--- src/verilog/flash_ctrl_defines.vh ---
// Register map, field positions and timing for the flash fault and converter logic
`ifndef FLASH_CTRL_DEFINES_VH
`define FLASH_CTRL_DEFINES_VH

`define ADDR_TIMER 8'h02
`define ADDR_MODE 8'h04
`define ADDR_FAULT 8'h05
`define ADDR_EXTRA 8'h06
`define ADDR_CONFIG 8'h07
`define ADDR_ADC 8'h08

`define RST_TIMER 8'h0F
`define RST_MODE 8'hA4
`define RST_CONFIG 8'h00
`define RST_FAULT 8'h00
`define RST_SEL 2'h0
`define RST_RESULT 4'h0

`define TIMER_DUR 3:0
`define TIMER_PIN2 7:6
`define MODE_DRV 1:0
`define MODE_HWSTR 2
`define MODE_OE 3
`define MODE_LEVEL 5
`define CFG_HARD_IL 6
`define CFG_DYNAMIC_OVERVOLTAGE_LIMIT 7
`define ADC_SEL 1:0
`define CONVERSION_RESULT 5:2

`define F_OVP 7
`define F_SC 6
`define F_OT 5
`define F_TO 4
`define F_TX1 3
`define F_IND 2
`define F_IL 1
`define F_TX2 0
`define CRIT_MASK 8'hF0

`define DRV_STBY 2'h0
`define DRV_5V 2'h1
`define DRV_ASSIST 2'h2
`define DRV_FLASH 2'h3
`define SEL_NONE 2'h0
`define SEL_VF 2'h1
`define SEL_TEMP 2'h2
`define SEL_EXT 2'h3
`define PIN2_IND 2'h1
`define PIN2_MASK 2'h2
`define PIN2_ADC 2'h3

`define CLK_KHZ 40000
`define TICK_US 100
`define TICK_CYCLES ((`CLK_KHZ * `TICK_US) / 1000)
`define FLASH_STEP_MS 100
`define FLASH_STEP_TICKS ((`FLASH_STEP_MS * 1000) / `TICK_US)
`define FLASH_SAMPLE_LEAD 14'h0002
`define FLASH_LAST 14'h0001
`define CONV_US 500
`define CONV_TICKS ((`CONV_US) / `TICK_US)
`define CONV_LAST 4'h1
`define SOFT_START_US 600
`define SS_TICKS ((`SOFT_START_US) / `TICK_US)

`endif

--- src/verilog/flash_fault_adc.v ---
// Fault latching, flash timing and converter sequencing of the flash driver
`default_nettype none
`include "flash_ctrl_defines.vh"
module flash_fault_adc (
    input wire clk_sys_i,
    input wire reset_i,
    input wire [7:0] reg_addr_i,
    input wire [7:0] reg_wdata_i,
    input wire reg_wr_i,
    input wire reg_rd_i,
    input wire enable_pin_i,
    input wire uvlo_i,
    input wire strobe_i,
    input wire ovp_cmp_i,
    input wire short_cmp_i,
    input wire overtemp_i,
    input wire il_limit_i,
    input wire batt_limit_i,
    input wire ind_fault_i,
    input wire pa_burst_mask_one_i,
    input wire pa_burst_mask_two_i,
    input wire [3:0] adc_data_i,
    output reg [7:0] reg_rdata_o,
    output reg driver_on_o,
    output reg dynamic_overvoltage_limit_active_o,
    output reg il_clamp_o,
    output wire [2:0] soft_start_level_o,
    output reg adc_sample_o,
    output reg [1:0] adc_channel_o
);
    localparam S_IDLE = 4'b0001;
    localparam S_DEFER = 4'b0010;
    localparam S_VFWAIT = 4'b0100;
    localparam S_CONV = 4'b1000;
    localparam integer FLASH_STEP = `FLASH_STEP_TICKS;
    localparam integer CONV_LOAD = `CONV_TICKS;

    reg en_prev_reg;
    reg uvlo_prev_reg;
    reg strobe_prev_reg;
    reg [7:0] timer_reg;
    reg [7:0] mode_reg;
    reg [7:0] mode_next;
    reg [7:0] config_reg;
    reg [7:0] fault_reg;
    reg il_hard_reg;
    reg dc_limit_reg;
    reg [1:0] sel_reg;
    reg [3:0] result_reg;
    reg [13:0] flash_cnt_reg;
    reg flash_run_reg;
    reg active_prev_reg;
    reg [3:0] state_reg;
    reg [3:0] state_next;
    reg [3:0] conv_cnt_reg;
    reg conv_start;
    reg [7:0] rdata_next;
    wire tick;

    // Converter channel allowed for the current pin setup
    function sel_ok;
        input [1:0] sel;
        input [1:0] pin2;
        begin
            sel_ok = (sel != `SEL_NONE) && (sel != `SEL_EXT || pin2 == `PIN2_ADC);
        end
    endfunction

    // Flash length in ticks for a duration code
    function [13:0] flash_len;
        input [3:0] dur;
        begin
            flash_len = ({10'h000, dur} + 14'h0001) * FLASH_STEP[13:0];
        end
    endfunction

    wire regs_clear = reset_i | (enable_pin_i & ~en_prev_reg) | (uvlo_prev_reg & ~uvlo_i);
    wire wr_mode = reg_wr_i && reg_addr_i == `ADDR_MODE;
    wire wr_adc = reg_wr_i && reg_addr_i == `ADDR_ADC;
    wire rd_fault = reg_rd_i && reg_addr_i == `ADDR_FAULT;
    wire [1:0] drv = mode_reg[`MODE_DRV];
    wire [1:0] pin2 = timer_reg[`TIMER_PIN2];
    wire oe = mode_reg[`MODE_OE];
    wire fault_hold = (|(fault_reg & `CRIT_MASK)) | il_hard_reg;
    wire active = oe & ~fault_hold & ~uvlo_i;
    wire level_hw = mode_reg[`MODE_HWSTR] & mode_reg[`MODE_LEVEL];
    wire strobe_rise = strobe_i & ~strobe_prev_reg;
    wire flash_sel = active && drv == `DRV_FLASH;
    wire flash_go = flash_sel & ~flash_run_reg &
        (~mode_reg[`MODE_HWSTR] | (mode_reg[`MODE_LEVEL] ? strobe_i : strobe_rise));
    wire expire = flash_run_reg & tick & (flash_cnt_reg == `FLASH_LAST);
    wire timeout_ev = expire & level_hw & strobe_i;
    wire strobe_drop = flash_run_reg & level_hw & ~strobe_i;
    wire flash_finish = (expire & ~timeout_ev) | strobe_drop;
    wire vf_point = flash_run_reg & tick & (flash_cnt_reg == `FLASH_SAMPLE_LEAD);
    // 5 V mode runs as soon as the host has set drive mode then enable
    wire running = active && drv != `DRV_STBY && (drv != `DRV_FLASH || flash_run_reg);
    wire dynamic_overvoltage_limit_on = config_reg[`CFG_DYNAMIC_OVERVOLTAGE_LIMIT];
    wire ovp_ev = running & ovp_cmp_i & ~dynamic_overvoltage_limit_on;
    wire sc_ev = running & short_cmp_i;
    wire il_ev = running & il_limit_i;
    wire il_hard_ev = il_ev & config_reg[`CFG_HARD_IL];
    wire ind_ev = (pin2 == `PIN2_IND) & ind_fault_i;
    wire tx1_ev = flash_run_reg & pa_burst_mask_one_i;
    wire tx2_ev = flash_run_reg & (pin2 == `PIN2_MASK) & pa_burst_mask_two_i;
    wire crit_ev = ovp_ev | sc_ev | overtemp_i | timeout_ev | il_hard_ev;

    wire [7:0] fault_set;
    assign fault_set[`F_OVP] = ovp_ev;
    assign fault_set[`F_SC] = sc_ev;
    assign fault_set[`F_OT] = overtemp_i;
    assign fault_set[`F_TO] = timeout_ev;
    assign fault_set[`F_TX1] = tx1_ev;
    assign fault_set[`F_IND] = ind_ev;
    assign fault_set[`F_IL] = il_ev;
    assign fault_set[`F_TX2] = tx2_ev;

    tick_divider u_tick (
        .clk_sys_i(clk_sys_i),
        .reset_i(reset_i),
        .tick_o(tick)
    );

    soft_start_ramp u_ramp (
        .clk_sys_i(clk_sys_i),
        .reset_i(regs_clear),
        .run_i(running),
        .tick_i(tick),
        .level_o(soft_start_level_o)
    );

    // Pin edge history, cleared only by the system reset
    always @(posedge clk_sys_i)
    begin
        if (reset_i)
        begin
            en_prev_reg <= 1'b1;
            uvlo_prev_reg <= 1'b0;
            strobe_prev_reg <= 1'b0;
        end
        else
        begin
            en_prev_reg <= enable_pin_i;
            uvlo_prev_reg <= uvlo_i;
            strobe_prev_reg <= strobe_i;
        end
    end

    // Output mode register with hardware clears of the enable
    always @*
    begin
        mode_next = wr_mode ? reg_wdata_i : mode_reg;
        if (wr_mode && fault_hold)
            mode_next[`MODE_OE] = 1'b0;
        if (crit_ev || flash_finish)
            mode_next[`MODE_OE] = 1'b0;
    end

    // Converter sequencing
    always @*
    begin
        state_next = state_reg;
        conv_start = 1'b0;
        case (state_reg)
            S_IDLE:
                state_next = S_IDLE;
            S_DEFER:
            begin
                if (active_prev_reg && !active)
                begin
                    state_next = S_CONV;
                    conv_start = 1'b1;
                end
            end
            S_VFWAIT:
            begin
                if (vf_point)
                begin
                    state_next = S_CONV;
                    conv_start = 1'b1;
                end
                else if (!flash_run_reg && !flash_sel)
                    state_next = S_IDLE;
            end
            S_CONV:
            begin
                if (tick && conv_cnt_reg == `CONV_LAST)
                    state_next = S_IDLE;
            end
            default:
                state_next = S_IDLE;
        endcase
        // Pending pin request dropped once the pin leaves analog use
        if (conv_start && !sel_ok(sel_reg, pin2))
        begin
            state_next = S_IDLE;
            conv_start = 1'b0;
        end
        if (wr_adc && sel_ok(reg_wdata_i[`ADC_SEL], pin2))
        begin
            conv_start = 1'b0;
            if (!active)
                state_next = S_DEFER;
            else if (drv == `DRV_FLASH && reg_wdata_i[`ADC_SEL] == `SEL_VF)
                state_next = S_VFWAIT;
            else
            begin
                state_next = S_CONV;
                conv_start = 1'b1;
            end
        end
        // Empty or refused request cancels any pending one
        else if (wr_adc)
        begin
            state_next = S_IDLE;
            conv_start = 1'b0;
        end
    end

    // Read data selection
    always @*
    begin
        case (reg_addr_i)
            `ADDR_TIMER: rdata_next = timer_reg;
            `ADDR_MODE: rdata_next = mode_reg;
            `ADDR_FAULT: rdata_next = fault_reg;
            `ADDR_EXTRA: rdata_next = {7'h00, dc_limit_reg};
            `ADDR_CONFIG: rdata_next = config_reg;
            `ADDR_ADC: rdata_next = {2'h0, result_reg, sel_reg};
            default: rdata_next = 8'h00;
        endcase
    end

    always @(posedge clk_sys_i)
    begin
        if (regs_clear)
        begin
            timer_reg <= `RST_TIMER;
            mode_reg <= `RST_MODE;
            config_reg <= `RST_CONFIG;
            fault_reg <= `RST_FAULT;
            il_hard_reg <= 1'b0;
            dc_limit_reg <= 1'b0;
            sel_reg <= `RST_SEL;
            result_reg <= `RST_RESULT;
            flash_cnt_reg <= 14'h0000;
            flash_run_reg <= 1'b0;
            active_prev_reg <= 1'b0;
            state_reg <= S_IDLE;
            conv_cnt_reg <= 4'h0;
            reg_rdata_o <= 8'h00;
            driver_on_o <= 1'b0;
            dynamic_overvoltage_limit_active_o <= 1'b0;
            il_clamp_o <= 1'b0;
            adc_sample_o <= 1'b0;
            adc_channel_o <= `SEL_NONE;
        end
        else
        begin
            if (reg_wr_i && reg_addr_i == `ADDR_TIMER)
                timer_reg <= reg_wdata_i;
            if (reg_wr_i && reg_addr_i == `ADDR_CONFIG)
                config_reg <= reg_wdata_i;
            if (wr_adc)
                sel_reg <= reg_wdata_i[`ADC_SEL];
            mode_reg <= mode_next;
            fault_reg <= (rd_fault ? `RST_FAULT : fault_reg) | fault_set;
            il_hard_reg <= (il_hard_reg & ~rd_fault) | il_hard_ev;
            dc_limit_reg <= (dc_limit_reg & ~(reg_rd_i && reg_addr_i == `ADDR_EXTRA)) |
                (running & batt_limit_i);
            if (reg_rd_i)
                reg_rdata_o <= rdata_next;
            if (flash_go)
            begin
                flash_run_reg <= 1'b1;
                flash_cnt_reg <= flash_len(timer_reg[`TIMER_DUR]);
            end
            else if (flash_run_reg && (expire || strobe_drop || !flash_sel))
                flash_run_reg <= 1'b0;
            else if (flash_run_reg && tick)
                flash_cnt_reg <= flash_cnt_reg - 14'h0001;
            active_prev_reg <= active;
            state_reg <= state_next;
            adc_sample_o <= conv_start;
            if (conv_start)
            begin
                adc_channel_o <= wr_adc ? reg_wdata_i[`ADC_SEL] : sel_reg;
                conv_cnt_reg <= CONV_LOAD[3:0];
            end
            else if (state_reg == S_CONV && tick)
            begin
                conv_cnt_reg <= conv_cnt_reg - 4'h1;
                if (conv_cnt_reg == `CONV_LAST)
                    result_reg <= adc_data_i;
            end
            driver_on_o <= running & ~crit_ev;
            dynamic_overvoltage_limit_active_o <= running & dynamic_overvoltage_limit_on & ovp_cmp_i;
            il_clamp_o <= il_ev & ~config_reg[`CFG_HARD_IL];
        end
    end
endmodule
`default_nettype wire

--- src/verilog/soft_start_ramp.v ---
// Digital output current ramp at driver start
`default_nettype none
`include "flash_ctrl_defines.vh"
module soft_start_ramp (
    input wire clk_sys_i,
    input wire reset_i,
    input wire run_i,
    input wire tick_i,
    output reg [2:0] level_o
);
    localparam integer RAMP_TOP = `SS_TICKS;
    always @(posedge clk_sys_i)
    begin
        if (reset_i || !run_i)
            level_o <= 3'h0;
        else if (tick_i && level_o != RAMP_TOP[2:0])
            level_o <= level_o + 3'h1;
    end
endmodule
`default_nettype wire

--- src/verilog/tick_divider.v ---
// Divider giving a one-cycle pulse every tick period
`default_nettype none
`include "flash_ctrl_defines.vh"
module tick_divider (
    input wire clk_sys_i,
    input wire reset_i,
    output reg tick_o
);
    localparam integer TICK_LAST = `TICK_CYCLES - 1;
    reg [11:0] count_reg;

    always @(posedge clk_sys_i)
    begin
        if (reset_i)
        begin
            count_reg <= 12'h000;
            tick_o <= 1'b0;
        end
        else if (count_reg == TICK_LAST[11:0])
        begin
            count_reg <= 12'h000;
            tick_o <= 1'b1;
        end
        else
        begin
            count_reg <= count_reg + 12'h001;
            tick_o <= 1'b0;
        end
    end
endmodule
`default_nettype wire
--- config.mk ---
export PLATFORM = sky130hd
export DESIGN_NAME = flash_fault_adc
export DESIGN_NICKNAME = d
export VERILOG_FILES = /design/src/verilog/flash_fault_adc.v /design/src/verilog/soft_start_ramp.v /design/src/verilog/tick_divider.v
export VERILOG_INCLUDE_DIRS = /design/src /design/src/verilog
export SDC_FILE = /design/constraint.sdc
export NUM_CORES = 1
export LEC_CHECK = 0
export ABC_AREA = 1
export ABC_CLOCK_PERIOD_IN_PS = 4810
export BUFFER_PORTS_ARGS = -buffer_cell sky130_fd_sc_hd__buf_2
export CAP_MARGIN = 20
export CORE_AREA = 2 2 118 97
export DETAILED_ROUTE_END_ITERATION = 6
export DIE_AREA = 0 0 120 99
export PLACE_DENSITY = 0.78
export SLEW_MARGIN = 30
export SYNTH_ARGS = -nofsm -noshare
export SYNTH_HDL_FRONTEND = slang
export SYNTH_SLANG_ARGS = --single-unit
--- constraint.sdc ---
create_clock -name clk_sys_i -period 4.81 [get_ports clk_sys_i]
set_input_delay 0.2405 -clock clk_sys_i [delete_from_list [all_inputs] [get_ports clk_sys_i]]
set_output_delay 0.2405 -clock clk_sys_i [all_outputs]
set_load 0.02 [all_outputs]
# Yosys cells after proc, flatten, opt, wreduce, memory -nomap -nowiden
# Index checks and enable logic that the tools add are counted.
[totals]
elab_cells = 198
inputBits = 35
reg_bits = 97
output_inout_bits = 17
[op_classes]
n_addsub = 5
n_eq_ne = 26
mux = 30
multipliers = 1
n_bitwise = 59
n_reduce_logical = 49
[op_table]
columns = ["op", "count"]
rows = [
  ["8-bit one-hot mux with 6 select lines", 1],
  ["14-bit two-way mux", 3],
  ["4-bit two-way mux", 9],
  ["1-bit bitwise AND", 32],
  ["8-bit by 3-bit equality test with 1-bit output, second input constant", 4],
  ["1-bit logical AND", 22],
  ["1-bit NOT", 15],
  ["14-bit by 1-bit equality test with 1-bit output, second input constant", 1],
  ["14-bit by 2-bit equality test with 1-bit output, second input constant", 1],
  ["14-bit by 1-bit subtractor with 14-bit output, second input constant", 1],
  ["12-bit by 1-bit adder with 12-bit output, second input constant", 1],
  ["12-bit equality test, second input constant", 1],
  ["4-bit one-hot mux with 3 select lines", 1],
  ["2-bit nonzero test", 6],
  ["5-bit by 7-bit multiplier with 11-bit output, second input constant", 1],
  ["1-bit two-way mux", 11],
  ["1-bit bitwise OR", 11],
  ["5-bit inequality test, second input constant", 2],
  ["8-bit by 2-bit equality test with 1-bit output, second input constant", 1],
  ["8-bit by 4-bit equality test with 1-bit output, second input constant", 1],
  ["8-bit two-way mux", 1],
  ["2-bit inequality test, second input constant", 4],
  ["8-bit bitwise OR", 1],
  ["1-bit logical OR", 7],
  ["other kinds (20)", 32],
]

# Logic depth before layout (Yosys ltp)
[logic_depth]
depth_word = 15
ltp_mapped = 20
mapped_depth_nobuf = 20

# Modules after synthesis
# A second synthesis with hierarchy kept.
[unflattened]
hier_cells = 879
area_unflattened_um2 = 5931.9
[modules_own_cells]
columns = ["mod", "area_per_inst_um2", "n_inst", "seq_area_each_um2", "cells_per_inst"]
rows = [
  ["flash_fault_adc", 5168.7, 1, 1621.6, 774],
  ["tick_divider", 598.1, 1, 260.2, 80],
  ["soft_start_ramp", 165.2, 1, 60.1, 25],
]

# Least setup slack after synthesis
# OpenSTA, ideal clock, no wires.
[synth_timing]
kind = "reg-to-reg"
from = "register timer_reg[0]"
to = "register flash_cnt_reg[12]"
path_buffers = 0
setup_ns = 0.111
t_required_ns = 4.699
path_slack_ns = 0.814
arrival_time_ns = 3.884
stages_incl_launch_ff = 21
cell_sequence = "dfxtp_1 > ha_1 > xor2_1 > inv_1 > fa_1 > inv_1 > fa_1 > inv_1 > fa_1 > inv_1 > ha_1 > a21oi_1 > nand2_1 > nand2_1 > nand2_1 > nor2_1 > nor2_1 > nand2_1 > nand3_1 > nor2_1 > nor2_1"
[synth_between]
elab_chain_cells = 3
[synth_lines]
columns = ["item", "line_no", "source"]
rows = [
  ["from (decl)", "flash_fault_adc.v:41", "reg [7:0] timer_reg;"],
  ["from (signal assigned)", "flash_fault_adc.v:238", "timer_reg <= `RST_TIMER;"],
  ["from (signal assigned)", "flash_fault_adc.v:261", "timer_reg <= reg_wdata_i;"],
  ["4-bit by 1-bit adder with 5-bit output", "flash_fault_adc.v:73", "flash_len = ({10'h000, dur} + 14'h0001) * FLASH_STEP[13:0];"],
  ["5-bit by 7-bit multiplier with 11-bit output", "flash_fault_adc.v:73", ""],
  ["14-bit two-way mux", "flash_fault_adc.v:273", "if (flash_go)"],
  ["to (signal assigned)", "flash_fault_adc.v:276", "flash_cnt_reg <= flash_len(timer_reg[`TIMER_DUR]);"],
  ["to (signal assigned)", "flash_fault_adc.v:281", "flash_cnt_reg <= flash_cnt_reg - 14'h0001;"],
  ["to (decl)", "flash_fault_adc.v:50", "reg [13:0] flash_cnt_reg;"],
]
# No other way between the ends.
# A chain may end at the register's enable or synchronous reset.

# Final worst setup path
# Ends and elaborated chain as after synthesis.

==> flow_summary_export.csv <==
group,metric,value,unit
status,status,"complete, no violations",
clock_tree,cts-hold-fix-buffers,0,
floorplanning,die_h,99,um
clock_tree,cts_buffer_depth,2,
synth,synth_top_cell_by_area,"dfxtp_1",
timing,hold_violations,0,
floorplanning,rows,34,
timing,tightestPinTransition,0.598,ns
timing,totalNegativeSetupSlack,0,ns
final_layout,antennaDiodeCount,0,
clock_tree,root_buffer,"clkbuf_16",
synth,syn_nets,911,
timing,layout_min_cycle_time,4.45,ns
timing,holdWs,0.115,ns
pwr,powerDensity,261,nW/um^2
clock_tree,cts_tree,"built",
worst_setup_path,cp-end-kind,"flop",
synth,synth_area_leaders,"dfxtp_1 34%, nand2_1 13%, inv_1 7.8%, nor2_1 7.5%, ha_1 6.3%",
synth,synth_top_area_share,0.338,
place,dpl.cell_count,1019,
clock_tree,numCtsBuffers,9,
final_layout,final_core_util,0.602,
place,finalWeightedCongestion,0.922,
worst_setup_path,cp_max_fo,7,
global_routing,overflow,0,
timing,finalSetupViolCount,0,
synth,ys_async_sr_fraction,0,
synth,synth_edf_count,0,
synth,syn_area_per_cell,6.86,um^2
global_routing,grt.total_usage,0.240,
synth,netlist_area,5740,um^2
final_layout,largest_reg_flops,14,
timing,slew_headroom,0.600,
global_routing,antenna_found_initial,0,
final_layout,syn_to_final_growth,11.9,%
place,portBuffers,51,
route,dr_total_vias,5201,
final_layout,stdcell_count,1035,
pwr,total_power,0.00168,W
worst_setup_path,arrival,4.69,ns
synth,synth_warnings,0,
clock_tree,postCtsSetupBuffers,0,
route,drc_errors,0,
clock_tree,cts.sink_count,97,
floorplanning,ios,52,
final_layout,layout-drive-gt1-share,0.121,
route,drt-initial-drc-count,452,
floorplanning,start_util,0.538,
timing,maxSlewViolCount,0,
route,wl,13200,um
clock_tree,ctsResizeCount,0,
pwr,ir_worst_vdd,0.000163,V
global_routing,grt_pass1_wl,23300,um
timing,rsz0062_at_grt,"no",
timing,period_share,0.925,
floorplanning,dieWidth,120,um
synth,synth.distinct_cells,41,
worst_setup_path,critPathKind,"reg2reg",
worst_setup_path,critPathRequiredTime,5.05,ns
floorplanning,dieArea,11900,um^2
place,hpwlAfterDp,10200,um
flow_run,max-cap-violations,0,
route,routed_via_density,5.03,
synth,synth_flop_cell,"dfxtp_1",
clock_tree,clkLatencyLatePin,0.34,ns
global_routing,grt_pass1_vias,5059,
final_layout,nets,960,
worst_setup_path,cp-start-kind,"flop",
synth,yosysSeqAreaShare,0.338,
min_path,min_path_type,"in2reg",
route,first_pass_iters,5,
pwr,power.leakage,3.11,nW
timing,clock_skew,0.00948,ns
route,wl_per_cell,12.8,um
clock_tree,htreeDepth,3,
route,antenna_left,0,
synth,synthCells,837,
global_routing,grt_start_max_net_pins,32,
synth,ys_ff_latch,97,
clock_tree,clkTransAtPathRegs,0.07,ns
timing,fmax,0.225,GHz
floorplanning,core_area,10700,um^2
-- logic make-up after synthesis --
family,count (synthesis),share of synthesized area
flops,97,0.338
xor+xnor,20,0.0305
fa+ha+maj,39,0.0980
buf+inv,145,0.102
compound gates,105,0.0963
simple gates,431,0.335
-- placed cells by master, fill, tap and decap left out, drive strengths merged, types with 3 or more instances in the layout --
| cell type | count |
|---|---|
| o21ai | 43 |
| dfxtp | 97 |
| nor3 | 18 |
| a21oi | 53 |
| o211ai | 5 |
| or2 | 3 |
| inv | 130 |
| ha | 29 |
| nor2 | 123 |
| xnor2 | 3 |
| nand3b | 5 |
| clkinv | 3 |
| nand2 | 210 |
| nand4 | 12 |
| buf | 53 |
| fa | 10 |
| clkbuf | 10 |
| xor2 | 17 |
| nand3 | 58 |
-- where the power goes --
part | switching (W) | total, W | leakage, nW | internal [W]
Sequential | 0.00000296 | 0.000810 | 0.783 | 0.000807
Clock | 0.000318 | 0.000781 | 0.156 | 0.000463
Combinational | 0.0000587 | 0.0000857 | 2.17 | 0.0000270
Total | 0.000379 | 0.00168 | 3.11 | 0.00130
-- metrics by stage --
stage               cell area [um^2]  setup slack (ns)
finish                          6420             0.361
global route                    6420            0.0357
CTS                             6420             0.382
detailed placement              6100             0.411
global placement                6100             0.523
floorplan                       5740             0.814
-- synth_stat cells (all sizes together), types with 6 or more instances --
master and count:
nor2 123, nand2 210, xor2 17, o21ai 43, nand4 12, ha 29
a21oi 53, fa 10, dfxtp 97, nand3 58, inv 127, clkbuf 6
nor3 18, buf 9
-- metal layers --
| layer | up-vias | track usage | share of wire |
|---|---|---|---|
| met5 | - | 0 | 0 |
| met2 | 126 | 0.381 | 0.43 |
| met4 | 0 | 0.0652 | 0.017 |
| met3 | 21 | 0.0608 | 0.058 |
| met1 | 2322 | 0.327 | 0.49 |
| li1 | 2732 | - | - |
-- path summary, 6_finish.rpt --
| check | start | endpoint | slack (ns) | depth (start not counted) |
|---|---|---|---|---|
| setup / recovery | timer_reg[0] | flash_cnt_reg[12] | 0.36 | 20 |
| hold / removal | enable_pin_i | en_prev_reg | 0.11 | 3 |
| setup reg to reg | timer_reg[0] | flash_cnt_reg[12] | 0.36 | 20 |
| hold reg to reg | u_tick.count_reg[0] | u_tick.count_reg[0] | 0.44 | 1 |
-- area by class of cell --
class | instances | area (um^2)
clock inverters | 6 | 96.3
flip-flops and latches | 97 | 1940
fillers | 1015 | 4250
clock buffers | 10 | 229
well taps | 144 | 180
inverters | 130 | 489
repair buffers | 53 | 270
multi-input cells | 595 | 3220
-- critical path, stage by stage, from the launching register on --
cell and delay (ns):
dfxtp_1 0.52, ha_1 0.31, xor2_1 0.36, inv_1 0.14, fa_1 0.56, inv_1 0.12
fa_1 0.54, inv_1 0.06, fa_1 0.53, inv_1 0.05, ha_1 0.33, a21oi_1 0.20
nand2_1 0.09, nand2_1 0.07, nand2_1 0.06, nor2_1 0.10, nor2_1 0.05, nand2_1 0.05
nand3_1 0.06, nor2_1 0.11, nor2_1 0.04
Power figures use the tool's default switching activity.
